## config.mk

```make
export PLATFORM = sky130hd
export DESIGN_NAME = ufc_ctrl
export DESIGN_NICKNAME = d
export VERILOG_FILES = /design/src/ufc_pkg.sv /design/src/ufc_ctrl.sv
export SDC_FILE = /design/constraint.sdc
export NUM_CORES = 1
export LEC_CHECK = 0
export BUFFER_PORTS_ARGS = -buffer_cell sky130_fd_sc_hd__buf_4
export CORE_ASPECT_RATIO = 0.9
export CORE_MARGIN = 5
export CORE_UTILIZATION = 44
export DETAILED_ROUTE_END_ITERATION = 8
export GPL_TIMING_DRIVEN = 0
export PLACE_DENSITY = 0.85
export SYNTH_ARGS = -nofsm -noshare
export SYNTH_HDL_FRONTEND = slang
export SYNTH_SLANG_ARGS = --single-unit
export TNS_END_PERCENT = 50
```

## constraint.sdc

```tcl
create_clock -name clk_sys -period 3.2 [get_ports clk_sys]
set_input_delay 0 -clock clk_sys [delete_from_list [all_inputs] [get_ports clk_sys]]
set_output_delay 0 -clock clk_sys [all_outputs]
set_load 0.005 [all_outputs]
```

## src/ufc_pkg.sv

```systemverilog
// package: constants and types for the uart flow, interrupt and dma control
package ufc_pkg;
    localparam logic [7:0] UFC_LCR_RESET   = 8'h1d;
    localparam logic [7:0] UFC_LSR_RESET   = 8'h60;
    localparam logic [5:0] UFC_ID_NONE     = 6'h01;
    localparam logic [5:0] UFC_ID_LINE     = 6'h06;
    localparam logic [5:0] UFC_ID_TMO      = 6'h0c;
    localparam logic [5:0] UFC_ID_RXD      = 6'h04;
    localparam logic [5:0] UFC_ID_THR      = 6'h02;
    localparam logic [5:0] UFC_ID_MODEM    = 6'h00;
    localparam logic [5:0] UFC_ID_PAUSE    = 6'h10;
    localparam logic [5:0] UFC_ID_FLOWPIN  = 6'h20;
    localparam int         UFC_IE_RXD      = 0;
    localparam int         UFC_IE_THR      = 1;
    localparam int         UFC_IE_LINE     = 2;
    localparam int         UFC_IE_MODEM    = 3;
    localparam int         UFC_IE_PAUSE    = 5;
    localparam int         UFC_IE_FLOWPIN  = 7;
    localparam int         UFC_EF_SPECIAL  = 5;
    localparam int         UFC_FC_ENABLE   = 0;
    localparam int         UFC_FC_DMA      = 3;
    localparam int         UFC_LS_RX_DATA_AVAIL     = 0;
    localparam int         UFC_LS_OE       = 1;
    localparam int         UFC_LS_THRE     = 5;
    localparam int         UFC_LS_TEMT     = 6;
    localparam int         UFC_LS_FIFOERR  = 7;

    // error flags stored with each received character
    typedef struct packed {
        logic brk;
        logic frm;
        logic par;
    } ufc_err_type;

    // pause/resume character set, kept across reset
    typedef struct packed {
        logic [7:0] resume_a;
        logic [7:0] resume_b;
        logic [7:0] pause_a;
        logic [7:0] pause_b;
    } ufc_chars_type;

    typedef enum logic [3:0] {
        UFC_TX_IDLE  = 4'b0001,
        UFC_TX_DATA  = 4'b0010,
        UFC_TX_FLOW1 = 4'b0100,
        UFC_TX_FLOW2 = 4'b1000
    } ufc_txs_type;
endpackage : ufc_pkg

```

## src/ufc_ctrl.sv

```systemverilog
// module: one-channel uart flow control, interrupt and dma control logic
`timescale 1ns/1ps
// Overview of operation
// - pause received halts tx after current char
// - pause detection sets pause id when enabled
// - resume restarts tx; special pause clears on read
// - send pause once rx level passes halt
// - send resume when rx level falls to resume
// - flow chars framed like data, low bits
// - line control resets to 1d
// - ident resets to 01, line status 60
// - modem change flags clear, upper zero, then follow pins
// - divisors, scratchpad, flow chars not reset
// - reset drives tx, rts, dtr, rx_dma_ready_n high
// - seven gated interrupt types, six-bit code
// - fixed identification codes per type
// - line irq clears on errors read, overrun
// - rx irqs clear on read; thr on ident/write
// - rts/cts rising raises irq, ident read clears
// - fifo error bit tracks errored characters
// - per-char errors show head, zero when empty
// - low enables set means interrupt mode
// - fifo control bit picks dma mode
// - single mode tx ready empty-holding only
// - flow field selects tx pairs, rx compare
// - special char sets irq, no halt, stored
// - single mode rx ready while data held
module ufc_ctrl #(
    parameter int DEPTH = 64,
    parameter int LW    = 7
) (
    input  wire logic                   clk_sys,
    input  wire logic                   reset,
    input  wire logic [7:0]             irq_enable_reg,
    input  wire logic [7:0]             fifo_control_reg,
    input  wire logic [7:0]             enhanced_feature_reg,
    input  wire logic [7:0]             flow_threshold_reg,
    input  wire logic [1:0]             word_len,
    input  wire ufc_pkg::ufc_chars_type chars_in,
    input  wire logic                   chars_we,
    input  wire logic [7:0]             scratch_in,
    input  wire logic                   scratch_we,
    input  wire logic [15:0]            divisor_in,
    input  wire logic                   divisor_we,
    input  wire logic                   rx_valid,
    input  wire logic [7:0]             rx_char,
    input  wire ufc_pkg::ufc_err_type   rx_err,
    input  wire logic                   rx_overrun,
    input  wire logic                   rx_timeout,
    input  wire logic [LW-1:0]          rx_level,
    input  wire logic                   rx_above_trig,
    input  wire logic                   rx_pop,
    input  wire ufc_pkg::ufc_err_type   rx_head_err,
    input  wire logic [LW-1:0]          rx_err_count,
    input  wire logic                   tx_empty,
    input  wire logic                   tx_trig,
    input  wire logic                   tx_write,
    input  wire logic                   shifter_busy,
    input  wire logic                   shifter_done,
    input  wire logic [3:0]             modem_pins,
    input  wire logic                   cts_pin,
    input  wire logic                   rts_pin,
    input  wire logic                   ident_read,
    input  wire logic                   lsr_read,
    input  wire logic                   msr_read,
    output logic                        tx_allow,
    output logic                        flow_load,
    output logic [7:0]                  flow_char,
    output logic [7:0]                  line_control_reg,
    output logic [7:0]                  line_status_reg,
    output logic [7:0]                  modem_status_reg,
    output logic [7:0]                  irq_ident_reg,
    output logic                        irq_out,
    output logic [7:0]                  scratchpad_reg,
    output logic [15:0]                 divisor_out,
    output ufc_pkg::ufc_chars_type      chars_out,
    output logic                        ser_out_idle,
    output logic                        rts_n,
    output logic                        dtr_n,
    output logic                        rx_dma_ready_n,
    output logic                        tx_dma_ready_n
);
    import ufc_pkg::*;
    // ****************************************
    // state
    // ****************************************
    typedef struct packed {
        logic          halted, pause_flow, pause_spec, half_pause;
        logic          half_resume, sent_pause, need_pause, need_resume;
        ufc_txs_type   txs;
        logic [7:0]    fchar;
        logic          fload, overrun, thr_irq, flowpin_irq, tx_held;
        logic [3:0]    delta, pins_q, pins_s1, pins_s2;
        logic [1:0]    fpin_s1, fpin_s2, fpin_q;
        logic [1:0]    warm;
    } ufc_state_type;
    ufc_state_type s_q, s_d;
    ufc_chars_type chars_q;
    logic [7:0]    spr_q;
    logic [15:0]   div_q;
    // ****************************************
    // helpers
    // ****************************************
    function automatic logic [7:0] frame_mask(input logic [1:0] wl);
        frame_mask = 8'hff >> (2'd3 - wl);
    endfunction : frame_mask
    function automatic logic [LW-1:0] lvl(input logic [3:0] nib);
        lvl = LW'(nib) << 2;
    endfunction : lvl
    logic [1:0] rxsel, txsel;
    logic       fifo_on, mode_block, line_src, rxd_src, tmo_src;
    logic       thr_src, mod_src, pz_src, fp_src;
    logic       m_pa, m_pb, m_ra, m_rb, any_pause, any_resume;
    logic [5:0] id_code;
    logic [7:0] msk;
    assign rxsel      = enhanced_feature_reg[1:0];
    assign txsel      = enhanced_feature_reg[3:2];
    assign fifo_on    = fifo_control_reg[UFC_FC_ENABLE];
    assign mode_block = fifo_on & fifo_control_reg[UFC_FC_DMA];
    assign msk        = frame_mask(word_len);
    assign m_pa = rx_valid & (rx_char == chars_q.pause_a);
    assign m_pb = rx_valid & (rx_char == chars_q.pause_b);
    assign m_ra = rx_valid & (rx_char == chars_q.resume_a);
    assign m_rb = rx_valid & (rx_char == chars_q.resume_b);
    // ****************************************
    // receive compare and transmit flow
    // ****************************************
    always_comb begin
        s_d        = s_q;
        s_d.fload  = 1'b0;
        any_pause  = 1'b0;
        any_resume = 1'b0;
        case (rxsel)
            2'b10: begin
                any_pause  = m_pa;
                any_resume = m_ra;
            end
            2'b01: begin
                any_pause  = m_pb;
                any_resume = m_rb;
            end
            2'b11: begin
                if (txsel == 2'b11 || txsel == 2'b00) begin
                    any_pause  = s_q.half_pause & m_pb;
                    any_resume = s_q.half_resume & m_rb;
                    s_d.half_pause  = rx_valid ? m_pa : s_q.half_pause;
                    s_d.half_resume = rx_valid ? m_ra : s_q.half_resume;
                end else begin
                    any_pause  = m_pa | m_pb;
                    any_resume = m_ra | m_rb;
                end
            end
            default: any_pause = 1'b0;
        endcase
        if (any_pause) begin
            s_d.halted     = 1'b1;
            s_d.pause_flow = 1'b1;
        end
        if (any_resume) begin
            s_d.halted     = 1'b0;
            s_d.pause_flow = 1'b0;
            s_d.pause_spec = 1'b0;
        end
        // special char: flag only, data still stored downstream
        if (enhanced_feature_reg[UFC_EF_SPECIAL] && m_pb) begin
            s_d.pause_spec = 1'b1;
        end else if (ident_read) begin
            s_d.pause_spec = 1'b0;
        end
        // threshold driven pause / resume requests
        if (txsel != 2'b00 && !s_q.sent_pause &&
            rx_level > lvl(flow_threshold_reg[3:0])) begin
            s_d.need_pause = 1'b1;
            s_d.sent_pause = 1'b1;
        end
        if (txsel != 2'b00 && s_q.sent_pause &&
            rx_level <= lvl(flow_threshold_reg[7:4])) begin
            s_d.need_resume = 1'b1;
            s_d.sent_pause  = 1'b0;
        end
        case (s_q.txs)
            UFC_TX_IDLE: begin
                if (!shifter_busy && (s_q.need_pause || s_q.need_resume)) begin
                    s_d.fchar = (s_q.need_pause ?
                        (txsel[1] ? chars_q.pause_a : chars_q.pause_b) :
                        (txsel[1] ? chars_q.resume_a : chars_q.resume_b))
                        & msk;
                    s_d.fload = 1'b1;
                    s_d.txs   = (txsel == 2'b11) ? UFC_TX_FLOW1 : UFC_TX_FLOW2;
                end else if (!shifter_busy && !s_q.halted && !tx_empty) begin
                    s_d.txs = UFC_TX_DATA;
                end
            end
            UFC_TX_DATA: begin
                if (shifter_done) s_d.txs = UFC_TX_IDLE;
            end
            UFC_TX_FLOW1: begin
                if (shifter_done) begin
                    s_d.fchar = (s_q.need_pause ? chars_q.pause_b :
                        chars_q.resume_b) & msk;
                    s_d.fload = 1'b1;
                    s_d.txs   = UFC_TX_FLOW2;
                end
            end
            UFC_TX_FLOW2: begin
                if (shifter_done) begin
                    if (s_q.need_pause) s_d.need_pause = 1'b0;
                    else s_d.need_resume = 1'b0;
                    s_d.txs = UFC_TX_IDLE;
                end
            end
            default: s_d.txs = UFC_TX_IDLE;
        endcase
        // line status: overrun set wins over read
        if (rx_overrun) s_d.overrun = 1'b1;
        else if (lsr_read) s_d.overrun = 1'b0;
        // transmit empty interrupt, set wins
        if (tx_write || ident_read) s_d.thr_irq = 1'b0;
        if ((fifo_on ? tx_trig : tx_empty) && !s_q.tx_held)
            s_d.thr_irq = 1'b1;
        s_d.tx_held = fifo_on ? tx_trig : tx_empty;
        // modem inputs synchronised, change flags
        s_d.pins_s1 = modem_pins;
        s_d.pins_s2 = s_q.pins_s1;
        s_d.pins_q  = s_q.pins_s2;
        if (msr_read) s_d.delta = 4'h0;
        if (!(&s_q.warm)) s_d.warm = s_q.warm + 2'd1;
        if (&s_q.warm)
            s_d.delta = s_d.delta | (s_q.pins_s2 ^ s_q.pins_q);
        // flow pin rising edge, set wins over ident read
        s_d.fpin_s1 = {cts_pin, rts_pin};
        s_d.fpin_s2 = s_q.fpin_s1;
        s_d.fpin_q  = s_q.fpin_s2;
        if (ident_read) s_d.flowpin_irq = 1'b0;
        if (&s_q.warm && |(s_q.fpin_s2 & ~s_q.fpin_q))
            s_d.flowpin_irq = 1'b1;
    end
    // ****************************************
    // interrupt priority
    // ****************************************
    assign line_src = irq_enable_reg[UFC_IE_LINE] &
                      (s_q.overrun | (rx_err_count != '0));
    assign tmo_src  = irq_enable_reg[UFC_IE_RXD] & rx_timeout;
    assign rxd_src  = irq_enable_reg[UFC_IE_RXD] &
                      (fifo_on ? rx_above_trig : (rx_level != '0));
    assign thr_src  = irq_enable_reg[UFC_IE_THR] & s_q.thr_irq;
    assign mod_src  = irq_enable_reg[UFC_IE_MODEM] & (s_q.delta != 4'h0);
    assign pz_src   = irq_enable_reg[UFC_IE_PAUSE] &
                      (s_q.pause_flow | s_q.pause_spec);
    assign fp_src   = irq_enable_reg[UFC_IE_FLOWPIN] & s_q.flowpin_irq;
    always_comb begin
        if (line_src)     id_code = UFC_ID_LINE;
        else if (tmo_src) id_code = UFC_ID_TMO;
        else if (rxd_src) id_code = UFC_ID_RXD;
        else if (thr_src) id_code = UFC_ID_THR;
        else if (mod_src) id_code = UFC_ID_MODEM;
        else if (pz_src)  id_code = UFC_ID_PAUSE;
        else if (fp_src)  id_code = UFC_ID_FLOWPIN;
        else              id_code = UFC_ID_NONE;
    end
    assign irq_ident_reg = {2'b00, id_code};
    assign irq_out = (id_code != UFC_ID_NONE);
    // ****************************************
    // status and dma outputs
    // ****************************************
    assign line_status_reg = {(rx_err_count != '0),
                              tx_empty & ~shifter_busy, tx_empty,
                              (rx_level != '0) ? rx_head_err : 3'b000,
                              s_q.overrun, (rx_level != '0)};
    assign modem_status_reg = {s_q.pins_q, s_q.delta};
    assign line_control_reg = UFC_LCR_RESET;
    assign tx_allow   = (s_q.txs == UFC_TX_DATA);
    assign flow_load  = s_q.fload;
    assign flow_char  = s_q.fchar;
    assign ser_out_idle = 1'b1;
    assign rts_n      = 1'b1;
    assign dtr_n      = 1'b1;
    assign rx_dma_ready_n = reset ? 1'b1 : (mode_block ?
        !(rx_above_trig | rx_timeout) : (rx_level == '0));
    assign tx_dma_ready_n = reset ? 1'b0 : (mode_block ?
        !tx_trig : !tx_empty);
    assign scratchpad_reg = spr_q;
    assign divisor_out    = div_q;
    assign chars_out      = chars_q;
    // ****************************************
    // registers
    // ****************************************
    always_ff @(posedge clk_sys or posedge reset) begin
        if (reset) begin
            s_q     <= '0;
            s_q.txs <= UFC_TX_IDLE;
        end else begin
            s_q <= s_d;
        end
    end
    // no reset on these
    always_ff @(posedge clk_sys) begin
        if (chars_we) chars_q <= chars_in;
        if (scratch_we) spr_q <= scratch_in;
        if (divisor_we) div_q <= divisor_in;
    end
    // ****************************************
    // checks
    // ****************************************
    property p_pause_halts;
        @(posedge clk_sys) disable iff (reset)
        (any_pause && !any_resume) |=> s_q.halted;
    endproperty
    a_pause_halts: assert property (p_pause_halts)
        else $error("pause did not halt");
    property p_halt_no_start;
        @(posedge clk_sys) disable iff (reset)
        (s_q.halted && s_q.txs == UFC_TX_IDLE) |=> s_q.txs != UFC_TX_DATA;
    endproperty
    a_halt_no_start: assert property (p_halt_no_start)
        else $error("data started while halted");
    property p_pause_id;
        @(posedge clk_sys) disable iff (reset)
        (s_q.pause_flow && irq_enable_reg[UFC_IE_PAUSE] && !line_src &&
         !tmo_src && !rxd_src && !thr_src && !mod_src)
        |-> irq_ident_reg[5:0] == UFC_ID_PAUSE && irq_out;
    endproperty
    a_pause_id: assert property (p_pause_id)
        else $error("pause id missing");
    property p_resume_clears;
        @(posedge clk_sys) disable iff (reset)
        any_resume |=> !s_q.pause_flow && !s_q.halted;
    endproperty
    a_resume_clears: assert property (p_resume_clears)
        else $error("resume did not clear");
    property p_line_first;
        @(posedge clk_sys) disable iff (reset)
        line_src |-> irq_ident_reg[5:0] == UFC_ID_LINE;
    endproperty
    a_line_first: assert property (p_line_first)
        else $error("line status not top priority");
    property p_none_id;
        @(posedge clk_sys) disable iff (reset)
        !irq_out |-> irq_ident_reg == 8'h01;
    endproperty
    a_none_id: assert property (p_none_id)
        else $error("idle ident wrong");
    property p_head_err_zero;
        @(posedge clk_sys) disable iff (reset)
        (rx_level == '0) |-> line_status_reg[4:2] == 3'b000;
    endproperty
    a_head_err_zero: assert property (p_head_err_zero)
        else $error("error bits set while empty");
    property p_flowpin;
        @(posedge clk_sys) disable iff (reset)
        $rose(s_q.fpin_s2[0]) && &s_q.warm && !ident_read |=> s_q.flowpin_irq;
    endproperty
    a_flowpin: assert property (p_flowpin)
        else $error("flow pin irq missed");
    property p_tx_dma_ready_n;
        @(posedge clk_sys) disable iff (reset)
        (!mode_block && !tx_empty) |-> tx_dma_ready_n;
    endproperty
    a_tx_dma_ready_n: assert property (p_tx_dma_ready_n)
        else $error("tx ready while loaded");
endmodule : ufc_ctrl

```

==> After elaboration in Yosys (flattened, before gate mapping) <==
Index checks and enable logic that the tools add are counted.
W data, S select, Z words.
{ "totals": {"register_bits": 105, "in_bits": 142, "elab_cells": 166} }
{ "op_classes": {"addsub": 2, "order_cmp": 2, "eq_ne": 18, "n_shift": 1, "muxes": 49, "bitwise_logic": 27, "reduce_logical": 38} }
{ "ops": {"columns": ["cell", "count"], "rows": [
  ["$mux W6", 8],
  ["$eq A8 B8 Y1", 4],
  ["$mux W8", 4],
  ["$mux W4", 6],
  ["$mux W1", 20],
  ["$pmux W9 S2", 1],
  ["$and A8 B8 Y8", 2],
  ["$pmux W4 S4", 1],
  ["$and A1 B1 Y1", 15],
  ["$reduce_bool A2 Y1", 7],
  ["$reduce_bool A7 Y1", 2],
  ["$mux W13", 1],
  ["$logic_and A1 B1 Y1", 10],
  ["$mux W9", 1],
  ["$ne A2 B2 Y1 const B", 4],
  ["$shr A8 B2 Y8 const A", 1],
  ["$gt A7 B6 Y1", 1],
  ["$le A7 B6 Y1", 1],
  ["$logic_not A1 Y1", 7],
  ["$logic_not A7 Y1", 1],
  ["$eq A2 B2 Y1 const B", 3],
  ["$mux W2", 3],
  ["$mux W3", 2],
  ["$ne A6 B1 Y1 const B", 1],
  ["23 further kinds", 31]
]} }

==> Depth between registers and ports, before layout <==
Gate-level depths: netlist of the first run.
{ "depth": {"ltp_word": 9, "mapped_depth": 9} }

==> Worst setup path before layout of the first run <==
No wires, ideal clock.
{ "synth_path": {"kind": "input to register", "from": "in enhanced_feature_reg[3]", "to": "reg s_q[46] (netlist name)", "setup_time_ns": 0.122, "t_arrival_ns": 1.602, "slack_ns": 1.477, "path_stages": 9, "path_cell_list": "clkbuf_1 clkbuf_1 inv_1 ha_1 nand2b_1 o21ai_0 nor4_1 a41oi_1 a32o_1"} }
{ "synth_via": {"elab_chain_len": 5, "word_cells_on_any_way": 6, "classes_between": "eq/ne: 1; mux: 2; reduce/logical: 3"} }
{ "synth_lines": {"columns": ["item", "line_no", "rtl"], "rows": [
  ["start: declaration", "ufc_ctrl.sv:36", "input wire logic [7:0] enhanced_feature_reg,"],
  ["$eq A2 B2 Y1 / $logic_not A2 Y1 (equally long branches)", "ufc_ctrl.sv:143", "if (txsel == 2'b11 || txsel == 2'b00) begin"],
  ["$logic_or A1 B1 Y1 *", "ufc_ctrl.sv:143", null],
  ["$mux W1 *", "ufc_ctrl.sv:143", null],
  ["$pmux W1 S3 *", "ufc_ctrl.sv:133", "case (rxsel)"],
  ["$reduce_bool A3 Y1 (no source line) *", null, null],
  ["end: declaration", "ufc_ctrl.sv:97", "ufc_state_type s_q, s_d;"]
]} }
Every way passes the cells marked *; elsewhere a longest branch is shown, timed or not.
A chain may end at the register's enable or synchronous reset.

==> Final worst setup path of the first run <==
Ends and elaborated chain as after synthesis.

==> results.md, run 1 <==
Hold path:
- The path with the worst hold slack has its endpoint at s_q[26].
- The depth of the worst hold-timing path is 3.
- The path class of the lowest-slack min-delay path is primary input to flip-flop.
- The startpoint identified for the worst hold timing path is tx_write.

Synth:
- The cell area that synthesis handed to floorplanning was 0.00484 mm2.
- The most common flop cell mapped by yosys is sky130_fd_sc_hd__edfxtp_1.
- The proportion of netlist area held by the largest area contributor is 34.8%.
- Among all cell types in the netlist, the one instantiated most often is sky130_fd_sc_hd__edfxtp_1.
- The post-synthesis cell type with the largest combined area is sky130_fd_sc_hd__edfxtp_1.
- Ranked by instance count, the synthesized netlist is headed by sky130_fd_sc_hd__edfxtp_1, sky130_fd_sc_hd__dfrtp_1, sky130_fd_sc_hd__nand2_1.
- Sequential cells were found to cover 59.6% of the synthesized design area.
- The synthesized design contains around 100 register bits.
- During synthesis, Yosys emitted a total of 0 warnings.
- Ranked by total cell area, the synthesized netlist is headed by sky130_fd_sc_hd__edfxtp_1, sky130_fd_sc_hd__dfrtp_1, sky130_fd_sc_hd__xnor2_1, sky130_fd_sc_hd__buf_4, sky130_fd_sc_hd__ha_1.
- The number of flops mapped to enable cells by yosys is 56.
- Synthesis handed over a netlist of 389 instances.
- Dividing the synthesized area by the synthesized cell count gives 12.4 um2.
- Of all flip-flops after synthesis, the portion carrying an async set or reset was 46.2%.
- The unique cell type count in the Yosys netlist is 58.

Drt:
- The wire length per cell after detailed routing is 17.7 um.
- The total wire length after detailed routing is ~15000 um.
- The first TritonRoute pass finished after 4 iterations.
- After detailed routing, the number of vias per cell comes to 4.91.
- The post-detailed-route count of antenna-violating nets is 0.
- Detailed routing inserted a total of 4115 vias.
- The first routing iteration left around 230 violations.
- After detailed routing, the number of remaining DRC violations is 0.

CTS:
- The level count of the clock H-tree is 3.
- The CTS tree is done.
- The cell chosen for the clock root is sky130_fd_sc_hd__clkbuf_16.
- Clock-pin slew was measured on the worst setup and hold paths at about 0.060 ns.
- The clock reaches the later pin of the worst-skew pair after 0.34 ns.
- The number of instances resized during post-cts repair is 0.
- CTS saw 104 sinks.
- Clock tree synthesis inserted a total of 9 buffers.
- Counting along the longest clock path gives a buffer depth of 2.

STA:
- For this run, the top clock speed supported by timing is 409 MHz.
- Counting I/O delays and the setup requirement, the final critical path takes 2.45 ns.
- The final hold violation count is 0.
- The final-report max-slew violation count was 0.
- The final-report setup violation count is 0.
- The final hold slack is 0.00369 ns.
- The final setup skew is around 0.015 ns.
- Setup total negative slack on the finished layout was measured at 0 ns.
- The worst slew slack as a fraction of its limit is 62.7%.
- For the pin with the worst max-slew slack, the measured transition is 0.546 ns.
- The final clock period utilization by the worst path is 76.4%.
- Setup repair after global routing left no endpoint under its margin.

GRT:
- The overall fraction of global-route tracks in use is 22.6%.
- The global-route wire length before repair is ~23000 um.
- The largest net degree at the start of global routing is 33.
- The total congestion overflow is 0.
- The number of global-route vias before repair is 4434.
- The number of antenna violations at the first check in global routing is 0.

Floorplan:
- The area of the core is 0.0108 mm2.
- The die covers 0.0132 mm2.
- The starting density of the core is 44.7%.
- From left edge to right edge, the die measures 121 um.
- For this design the top-level I/O count stands at 246.
- In this run the vertical extent of the chip is approximately 110 um.
- The number of standard-cell rows in the floorplan is 36.

Cells and area:
- 0 antenna diodes ended up in the layout.
- After filler insertion, the fill cell instance count of the layout stands at 737.
- Summing all non-filler instances in the final layout gives an area of 0.00771 mm2.
- The number of nets at the end of the flow is 853.
- Cells with a size suffix above 1 make up 39.7% of the layout.
- The register with the most flip-flops in the layout has 32 of them.
- The number of standard cells in the final layout excluding fillers is around 840.
- The total area of multi-input combinational cells is 0.00162 mm2.
- Across the whole layout, storage elements account for 0.00288 mm2.
- Compared with the post-synthesis result, the final layout area differs by 59.5%.

Worst setup path:
- The classification of the worst setup path is primary input to flip-flop.
- The endpoint identified for the worst register-to-register timing path is s_q[46].
- The number of buffers and inverters on the critical path is 5.
- Traced cell by cell, the critical path runs through buf_4 > clkbuf_1 > clkbuf_1 > inv_1 > ha_1 > nand2b_1 > o21ai_0 > nor4_1 > a41oi_1 > a32o_1 > dlygate4sd3_1.
- Data arrives at the worst endpoint at around 2.7 ns.
- Along the worst path, the maximum fanout reaches 10.
- Setup slack on the worst reg-to-reg path comes out at a little over 1 ns.
- In this run the critical register-to-register path is launched from chars_out[17].
- The cell with the most instances on the worst path is sky130_fd_sc_hd__clkbuf_1.
- On the critical path, the stage with the largest delay is an instance of sky130_fd_sc_hd__dlygate4sd3_1.
- STA classifies the critical path startpoint as a primary input.
- The cell type group with the largest total delay on the critical path is buffers and inverters.
- The data required time of the critical path is 3.41 ns.
- The nature of the critical path endpoint is a flip-flop.
- The delay of the slowest critical-path stage is between 0.5 and 0.6 ns.
- The worst register-to-register path has a depth of 6.

Run status:
- The run finished with clean final reports.

Place:
- The instance count after placement with tap cells included is about 750.
- The post-detailed-placement cell area is 0.00665 mm2.
- The HPWL after detailed placement is 10400 um.
- The routability-driven placement congestion ratio is 0.850.
- The count of input and output buffers is 211.

Pwr:
- The static leakage is 3.51 nW.
- The power density normalized to cell area is ~500 mW/mm2.
- The clock network accounts for between 20% and 30% of the total power.
- Net switching is 28.2% of the power.
- The peak supply drop is 0.310 mV.
- The internal power is 0.00277 W.
- The share of total power dissipated in combinational logic is 27.7%.
- Summed over all nets, the switching power comes to 0.00109 W.
- The part of the total power dissipated in sequential elements is 44.3%.

Flow run:
- The number of max-cap violations is 0.
[power by group through the flow]
stage / combinational, W / clock, W / sequential [W]
3_3_place_gp: 0.000954 / 0 / 0.00173
3_5_place_dp: 0.000985 / 0 / 0.00174
6_report: 0.00107 / 0.00108 / 0.00171
4_1_cts: 0.00107 / 0.00110 / 0.00171
2_1_floorplan: 0.000525 / 0 / 0.00171
5_1_grt: 0.00116 / 0.00116 / 0.00173
[cells in the final DEF, fill, tap and decap left out, types with 11 or more instances in the layout]
cell and instances:
sky130_fd_sc_hd__inv_1 22, sky130_fd_sc_hd__edfxtp_1 56, sky130_fd_sc_hd__ha_1 11, sky130_fd_sc_hd__nand2_1 33
sky130_fd_sc_hd__mux2_2 11, sky130_fd_sc_hd__o21ai_0 23, sky130_fd_sc_hd__nor2_1 12, sky130_fd_sc_hd__xnor2_1 31
sky130_fd_sc_hd__buf_4 242, sky130_fd_sc_hd__dlygate4sd3_1 77, sky130_fd_sc_hd__conb_1 13, sky130_fd_sc_hd__dfrtp_1 47
[how the worst max path moves through the flow]
stage	startpoint	endpoint	slack [ns]	cells past startpoint
4_1_cts	enhanced_feature_reg[3]	s_q[46]	0.82	11
6_report	enhanced_feature_reg[3]	s_q[46]	0.75	11
2_1_floorplan	enhanced_feature_reg[3]	s_q[46]	1.48	9
3_3_place_gp	enhanced_feature_reg[3]	s_q[46]	1.05	10
5_1_grt	enhanced_feature_reg[3]	s_q[46]	0.50	11
3_5_place_dp	enhanced_feature_reg[3]	s_q[46]	1.02	10
[layer usage]
metal | part of all wire [%] | global-route usage (%)
met2 | 52 | 41.7
met3 | 9.4 | 7.00
met5 | 0 | 0
met1 | 37 | 25.8
met4 | 1.3 | 5.66
[worst register-to-register path, delay by kind of cell, from the launching register on]
family	cells	cell delay (ns)
compound gates	3	0.58
xor+xnor	1	0.19
buf+inv	1	0.56
flops	1	0.44
simple gates	1	0.29
[what timing repair did]
item	CTS	global route
endpoints found under the hold margin	101	0
setup buffers	0	0
hold buffers	77	0
[area by class of cell]
class	count	area share [%]
Buffer	43	3.73
Clock buffer	10	3.10
Clock inverter	6	0.746
Inverter	23	1.12
Multi-Input combinational cell	230	21.0
Sequential cell	104	37.4
Tap cell	133	2.16
Timing Repair Buffer	289	30.8
[kinds of logic (layout without fill, tap and decap cells)]
group                    after synthesis  count (layout)  share of synthesized area (%)
other                                  2              13                          0.155
XOR/XNOR                              38              38                           6.88
adder cells (fa/ha/maj)               11              11                           2.85
flip-flops                           104             104                           59.6
multiplexers                          19              19                           4.22
AO/OA/AOI/OAI                         57              57                           8.28
AND/OR/NAND/NOR                       92              92                           10.2
buffers and inverters                 66             371                           7.74
[stage by stage]
stage | total power, W | worst slack (ns) | util, %
after floorplan | 0.00223 | 1.48 | -
after global placement | 0.00268 | 1.05 | 61.3
after detailed placement | 0.00272 | 1.02 | 61.5
after CTS | 0.00388 | 0.817 | 71.4
after global routing | 0.00405 | 0.501 | 71.4
final | 0.00387 | 0.755 | 71.4
Power figures use the tool's default switching activity.
==> run 2: changes to the inputs <==
Clock period 3.2 ns to 2.3 ns, I/O delays scaled along.
==> run 2 against run 1 <==
Effect of this change:
- die area is the same
- cell area shrank 0.13%
- final cell count shrank 0.12%
- core utilization shrank 0.093 points
- sequential power grew 39%
- clock skew shrank 0.0019 ns
- first-iteration DRC count shrank 3.9%
- register-to-register slack lost 0.62 ns
- sequential share of layout area is essentially flat
- global-route usage is essentially flat
- combinational power grew 39%
- critical path type is now flip-flop to flip-flop
- largest cell class unchanged
- highest routed layer unchanged
==> results.md, run 2 (synthesis gave the netlist of run 1 again) <==
Run status:
- The run finished with clean final reports.

Drt:
- The number of vias per cell after detailed routing is approximately 5.
- Dividing the detail-routed wire length by the instance count gives 17.8 um.
- The first routing iteration left 224 violations.
- The first TritonRoute pass finished after 4 iterations.
- The post-detailed-route count of antenna-violating nets is 0.
- Across all layers, the routed design uses ~4100 vias.
- After detailed routing, the number of remaining DRC violations is 0.
- The total wire length after detailed routing is about 15000 um.

CTS:
- The H-tree was split into 3 levels.
- The number of sinks on the clock net is 104.
- The cell chosen for the clock root is sky130_fd_sc_hd__clkbuf_16.
- The number of clock buffers added by TritonCTS is 9.
- The quantity of hold-fixing buffers added after cts is 76.
- Once the clock tree was built, the setup fixing pass inserted 0 buffers.
- The later pin in the worst-skew pair is clocked with a latency of 0.34 ns.
- The maximum buffer depth of the clock tree is 2.
- The clock-pin transition on the worst setup and hold timing paths is 0.07 ns.
- The CTS tree is done.
- The number of instances resized during post-cts repair is 0.

Pwr:
- For this design the ratio of total power to cell area is 698 mW/mm2.
- Combinational logic is responsible for 27.7% of the overall power.
- For this design the total switching power over the nets is 0.00152 W.
- Registers are responsible for 44.3% of the overall power.
- Power comes to 0.00538 W.
- The switching share of power is between 20% and 30%.
- The static leakage is 3.50 nW.
- The internal power is 0.00386 W.
- The peak supply drop is between 0.4 and 0.5 mV.
- The clock share of power is 28.0%.

GRT:
- The global-route wire length before repair is 23200 um.
- Global routing consumed, on the met3 layer, just over 7% of the routing resources.
- The largest net degree at the start of global routing is 33.
- The layer carrying the most global-route usage is met2.
- In the global route stage, overall resource usage came out at 22.6%.
- The number of global-route vias before repair is 4427.
- The total congestion overflow is 0.
- The number of antenna violations at the first check in global routing is 0.
- The met2 capacity usage during global routing is 41.6%.
- Global routing consumed, on the met1 layer, 25.7% of the routing resources.

Floorplan:
- The number of standard-cell rows in the floorplan is 36.
- The floorplan step defined a die boundary enclosing roughly 0.013 mm2.
- The core region is 0.0108 mm2.
- The floorplan step set the die height to between 100 and 150 um.
- In this run the count of I/O pins placed on the die edge is 246.
- From left edge to right edge, the die measures 121 um.
- For this configuration, the core starts out at a cell density of ~45%.

Worst setup path:
- The worst setup path is of the flip-flop to flip-flop kind.
- The critical path goes through buf_2 > buf_2 > mux2i_1 > o21ai_0 > a221o_1.
- The capture point of the worst reg-to-reg path is flow_char[2].
- Tracing the worst setup path back leads to its startpoint at s_q[42].
- On the critical path, the stage with the largest delay is an instance of sky130_fd_sc_hd__buf_2.
- The number of cells on the worst reg-to-reg path is 5.
- The nature of the critical path endpoint is a flip-flop.
- On the critical path the largest part of the delay comes from buffers and inverters.
- The worst setup path is launched from a flip-flop.
- The delay of the slowest critical-path stage is between 0.3 and 0.4 ns.
- The number of buffers and inverters on the critical path is 2.
- The critical path ends at flow_char[2].
- The startpoint identified for the worst register-to-register timing path is s_q[42].
- The number of cells on the critical path is 5.
- The data required time of the critical path is 2.51 ns.
- Data on the critical path arrives at its endpoint at between 2 and 2.5 ns.
- Along the worst path, the maximum fanout reaches 10.
- The cell with the most instances on the worst path is sky130_fd_sc_hd__buf_2.
- The setup check on the worst reg-to-reg path leaves a slack of about 0.40 ns.

Cells and area:
- The number of antenna diodes in the final layout is 0.
- The area growth from synthesis to layout is 59.3%.
- The number of nets at the end of the flow is 852.
- The register with the most flip-flops in the layout has 32 of them.
- The most common cell after layout, fill and taps aside is sky130_fd_sc_hd__buf_4.
- Once layout is done, the placed cells without fillers occupy 0.00770 mm2.
- The filler cell count in the final layout is 738.
- In the layout the commonest cells are sky130_fd_sc_hd__buf_4, sky130_fd_sc_hd__dlygate4sd3_1, sky130_fd_sc_hd__edfxtp_1, sky130_fd_sc_hd__dfrtp_1, sky130_fd_sc_hd__nand2_1.
- In the final layout, the share of cells above drive strength 1 is 39.8%.

Place:
- At the placement stage, the worst setup path has a slack of 0.124 ns.
- Summing all placed instances gives a cell area of roughly 0.0066 mm2.
- The detailed-placement wirelength estimate is roughly 10000 um.
- The routability-driven placement congestion ratio is 0.850.
- The count of input and output buffers is between 200 and 250.

STA:
- The clock arrives with 0.0135 ns of skew.
- The final hold violation count was 0.
- The final critical-path setup slack is 0.404 ns.
- Hold is met by 0.00360 ns.
- The final-report max-slew violation count was 0.
- Setup violations remaining at the end of the flow were counted as 0.
- Setup repair after global routing left no endpoint under its margin.
- The clock period minus final worst setup slack is roughly 1.9 ns.
- The top achievable clock speed is roughly 530 MHz.
- The summed negative setup slack over all endpoints is 0 ns.
- The final clock period utilization by the worst path is 82.4%.
- The worst slew slack as a fraction of its limit is 62.7%.
- For the pin with the worst max-slew slack, the measured transition is 0.545 ns.

Hold path:
- The worst hold path belongs to the class primary input to flip-flop.
- The depth of the worst hold-timing path is 3.

Flow run:
- Across the run, the number of max-cap violations was 0.
[run 2: worst min path at each step]
stage                  startpoint        endpoint  slack [ns]
CTS                      tx_write         s_q[26]      0.0007
finish                   tx_write         s_q[26]       0.004
floorplan                   reset  tx_dma_ready_n        0.03
detailed placement          reset         s_q[38]        0.04
global route             tx_write         s_q[26]        0.01
global placement    modem_pins[1]          s_d[9]        0.11
[run 2: routing by layer]
layer | share of wire, % | vias up
li1 | - | 1961
met1 | 38 | 1937
met2 | 52 | 197
met3 | 9.5 | 14
met4 | 1.2 | 0
met5 | 0 | -
[run 2: cell type report]
type                            instances  area (um2)  share of cell area, %
Sequential cell                       104        2880                   37.4
Timing Repair Buffer                  288        2360                   30.7
Multi-Input combinational cell        230        1620                   21.0
Buffer                                 43         288                   3.73
Clock buffer                           10         239                   3.10
Tap cell                              133         166                   2.16
Inverter                               23        86.3                   1.12
Clock inverter                          6        57.6                  0.747
[run 2: tightest hold or removal path: cells and delay by family]
kind / cells / cell delay [ns]
AO/OA/AOI/OAI: 1 / 0.17
buffers and inverters: 1 / 0.09
AND/OR/NAND/NOR: 1 / 0.04
[run 2: stage by stage]
step | utilization (%) | instances
after floorplan | - | 400
after global placement | 61.3 | 744
after detailed placement | 61.5 | 745
after CTS | 71.3 | 837
after global routing | 71.3 | 837
final | 71.3 | 837
[run 2: power by group through the flow]
stage          logic [W]  clock network [W]  registers (W)
6_report         0.00149            0.00151        0.00238
5_1_grt          0.00162            0.00161        0.00241
4_1_cts          0.00148            0.00154        0.00238
3_5_place_dp     0.00137                  0        0.00242
3_3_place_gp     0.00133                  0        0.00240
2_1_floorplan   0.000730                  0        0.00237
==> run 3: changes to the inputs <==
Settings changed: CORE_UTILIZATION 44 to 41, PLACE_DENSITY 0.85 to 0.83.
Clock period 2.3 ns to 1.7 ns, I/O delays scaled along.
==> run 3 against run 2 <==
Effect of this change:
- the run now ends with negative setup slack left
- first-iteration DRC count up 0.45%
- worst setup slack worse by 0.49 ns
- non-clock buffer count up 8
- critical path depth down 1
- final cell count up 3.8%
- routed wire length up 2.3%
- sequential power up 36%
- clock-buffer cell count unchanged
- clock skew down 0.0074 ns
- critical path type is now flip-flop to primary output
- critical endpoint is now irq_out
==> results.md, run 3 (synthesis gave the netlist of run 1 again) <==
Run status:
- The flow ran to the end, but the final reports show violations.
- The checks that failed: negative setup slack.

CTS:
- The cell chosen for the clock root is sky130_fd_sc_hd__clkbuf_16.
- The CTS tree is done.
- The clock net in this run drives a total of 104 sinks.
- For the worst-skew pair, the clock arrives at the later sink with an insertion delay of 0.34 ns.
- Clock-pin slew was measured on the worst setup and hold paths at 0.07 ns.
- The maximum buffer depth of the clock tree is 2.
- The number of buffers created by CTS is 9.
- CTS built an H-tree with a depth of 3.

GRT:
- For this run, the total global-route usage over all layers was measured as 21.5%.
- The number of antenna violations at the first check in global routing is 0.
- The number of global-route vias before repair is 4516.
- The global-route wire length before repair is 23900 um.
- The total congestion overflow is 0.
- Entering global routing, the biggest net connects 34 pins.

Cells and area:
- After routing the design area is a little under 0.008 mm2.
- In the final layout, the multi-input gates occupy between 0.0015 and 0.002 mm2.
- At the end of the flow the core is filled with cells to 68.7%.
- The fraction of layout instances using a drive strength above 1 is 42.6%.
- The register with the most flip-flops in the layout has 32 of them.
- The number of antenna repair diodes is 0.
- The number of nets at the end of the flow is 861.
- Leaving out fill and tap cells, the most frequent cells in the layout are sky130_fd_sc_hd__buf_4, sky130_fd_sc_hd__dlygate4sd3_1, sky130_fd_sc_hd__edfxtp_1, sky130_fd_sc_hd__dfrtp_1, sky130_fd_sc_hd__nand2_1.
- Across the whole layout, storage elements account for 0.00289 mm2.
- The most common cell after layout, fill and taps aside is sky130_fd_sc_hd__buf_4.
- The growth of design area from synthesis to finish is 63.1%.
- The filler cell count in the final layout is 799.

Floorplan:
- The number of standard-cell rows in the floorplan is 37.
- The floorplan step set the die height to approximately 110 um.
- For this design the top-level I/O count stands at 246.
- The die outline area is 0.0141 mm2.
- Measured along the x axis, the die boundary spans ~120 um.
- The area of the core is 0.0115 mm2.
- The starting density of the core is 42.1%.

Worst setup path:
- The startpoint identified for the worst register-to-register timing path is s_q[38].
- The cell type group with the largest total delay on the critical path is simple AND/OR/NAND/NOR gates.
- STA classifies the critical path endpoint as a primary output.
- STA classifies the critical path startpoint as a flip-flop.
- Counting both buffers and inverters, the worst setup path holds a total of 1.
- The largest single stage delay on the critical path is 0.40 ns.
- The critical path launch point is modem_status_reg[3].
- In this run the worst path has a maximum fanout of 4.
- The data arrival time of the critical path is 1.79 ns.
- Among all stages on the critical path, the largest delay is contributed by sky130_fd_sc_hd__dfrtp_1.
- The signal on the critical path passes through o41ai_2 > nand2_1 > or3_4 > buf_6.
- The data required time of the critical path is about 1.7 ns.
- The setup path with the least slack is of type flip-flop to primary output.

Drt:
- The wire length on met1 is 5880 um.
- Summed over all nets, wire length on met3 after detailed routing comes to 1470 um.
- Using the TritonRoute via totals, the vias-per-cell ratio works out to roughly 4.8.
- The routed length on met2 is around 7600 um.
- In the final routed layout, each cell accounts on average for approximately 17 um.
- The first TritonRoute pass finished after 4 iterations.
- The total wire length after detailed routing is about 15000 um.
- The violation count after the first detailed-routing iteration is 225.
- The post-detailed-route count of antenna-violating nets is 0.
- Signal routing reaches up to met4.
- The detailed-route DRC error count is 0.
- Across all layers, the routed design uses about 4100 vias.

STA:
- Setup repair after global routing could not meet its margin everywhere.
- The final setup skew is about 0.0062 ns.
- In the post-route analysis, the smallest setup slack over all paths is -0.0893 ns.
- On the final layout, the worst hold slack is 0.0324 ns.
- In the finished design, the share of the clock period the worst path needs comes to 105%.
- Measured against its own limit, the worst slew margin works out to 63.2%.
- The final hold violation count is 0.
- The final-report setup violation count is 2.
- The top achievable clock speed is 559 MHz.
- For the final routed database, the setup TNS stands at -0.100 ns.
- For the pin with the worst max-slew slack, the measured transition is 0.539 ns.
- The final-report max-slew violation count came to 0.
- The clock period minus final worst setup slack is ~1.8 ns.

Hold path:
- The path class of the lowest-slack min-delay path is primary input to flip-flop.
- In this run the most critical hold path is launched from divisor_we.

Place:
- The detailed-placement wirelength estimate is roughly 11000 um.
- After detailed placement, the total cell area comes to 0.00668 mm2.
- Before CTS, the worst setup slack after placement is -0.416 ns.
- The count of input and output buffers is 211.
- The routability-driven placement congestion ratio is about 0.89.

Pwr:
- The switching share of power is approximately 28%.
- VDD sags by at most 0.719 mV.
- The clock share of power is a little over a quarter.
- The static leakage is 3.57 nW.
- In this run, the combinational gates consume 29.6% of the power.
- For this design the total switching power over the nets is 0.00206 W.
- The internal power of the cells totals 0.00531 W.
- The power density normalized to cell area is 934 mW/mm2.
- Sequential cells account for 44.0% of the total power.

Flow run:
- Max-cap violations in this run came to 0.
==> run 3: cell types whose count changed in the layout (fill, tap and decap cells not counted), sizes merged <==
cell | previous run | this run
nor2 | 13 | 14
dlygate4sd3 | 76 | 77
clkinv | 2 | 6
inv | 26 | 23
buf | 246 | 253
clkinvlp | 1 | 0
==> run 3: layout make-up <==
class / count / area share [%]
flip-flops and latches: 104 / 36.6
repair buffers: 297 / 30.9
multi-input cells: 231 / 21.6
plain buffers: 42 / 3.70
clock buffers: 10 / 3.03
well taps: 156 / 2.48
inverters: 23 / 1.11
clock inverters: 6 / 0.555
==> run 3: power groups by stage <==
stage | registers, W | logic [W] | clock network (W)
after floorplan | 0.00321 | 0.000988 | 0
after global placement | 0.00325 | 0.00180 | 0
after detailed placement | 0.00327 | 0.00186 | 0
after CTS | 0.00322 | 0.00208 | 0.00202
after global routing | 0.00327 | 0.00237 | 0.00212
final | 0.00324 | 0.00218 | 0.00195
==> run 3: per-stage QoR <==
step           instances  total power (W)
6_report             869          0.00737
2_1_floorplan        400          0.00420
4_1_cts              865          0.00731
3_3_place_gp         767          0.00506
3_5_place_dp         768          0.00513
5_1_grt              869          0.00777
==> run 3: final timing paths <==
check,endpoint,slack [ns],cells after the start
worst max-delay path,irq_out,-0.09,4
worst min-delay path,divisor_out[14],0.03,1
worst max register to register,flow_char[1],0.09,4
worst min register to register,s_d[16],0.35,0
max in group asynchronous,modem_status_reg[5],1.04,4
min in group asynchronous,s_q[38],0.20,3
==> run 3: routing by layer <==
metal | global-route usage, % | vias up
li1 | - | 1985
met1 | 24.6 | 1919
met2 | 37.1 | 216
met3 | 8.26 | 23
met4 | 7.82 | 0
met5 | 0 | -
==> run 3: repair_timing <==
item / in CTS / in global routing
buffers inserted: 4 / 4
endpoints found under the hold margin: 102 / 0
setup endpoints to repair: 12 / 14
hold buffers: 77 / 0
resized for setup: 11 / 14
cloned: 0 / 1
pin swaps: 6 / 9
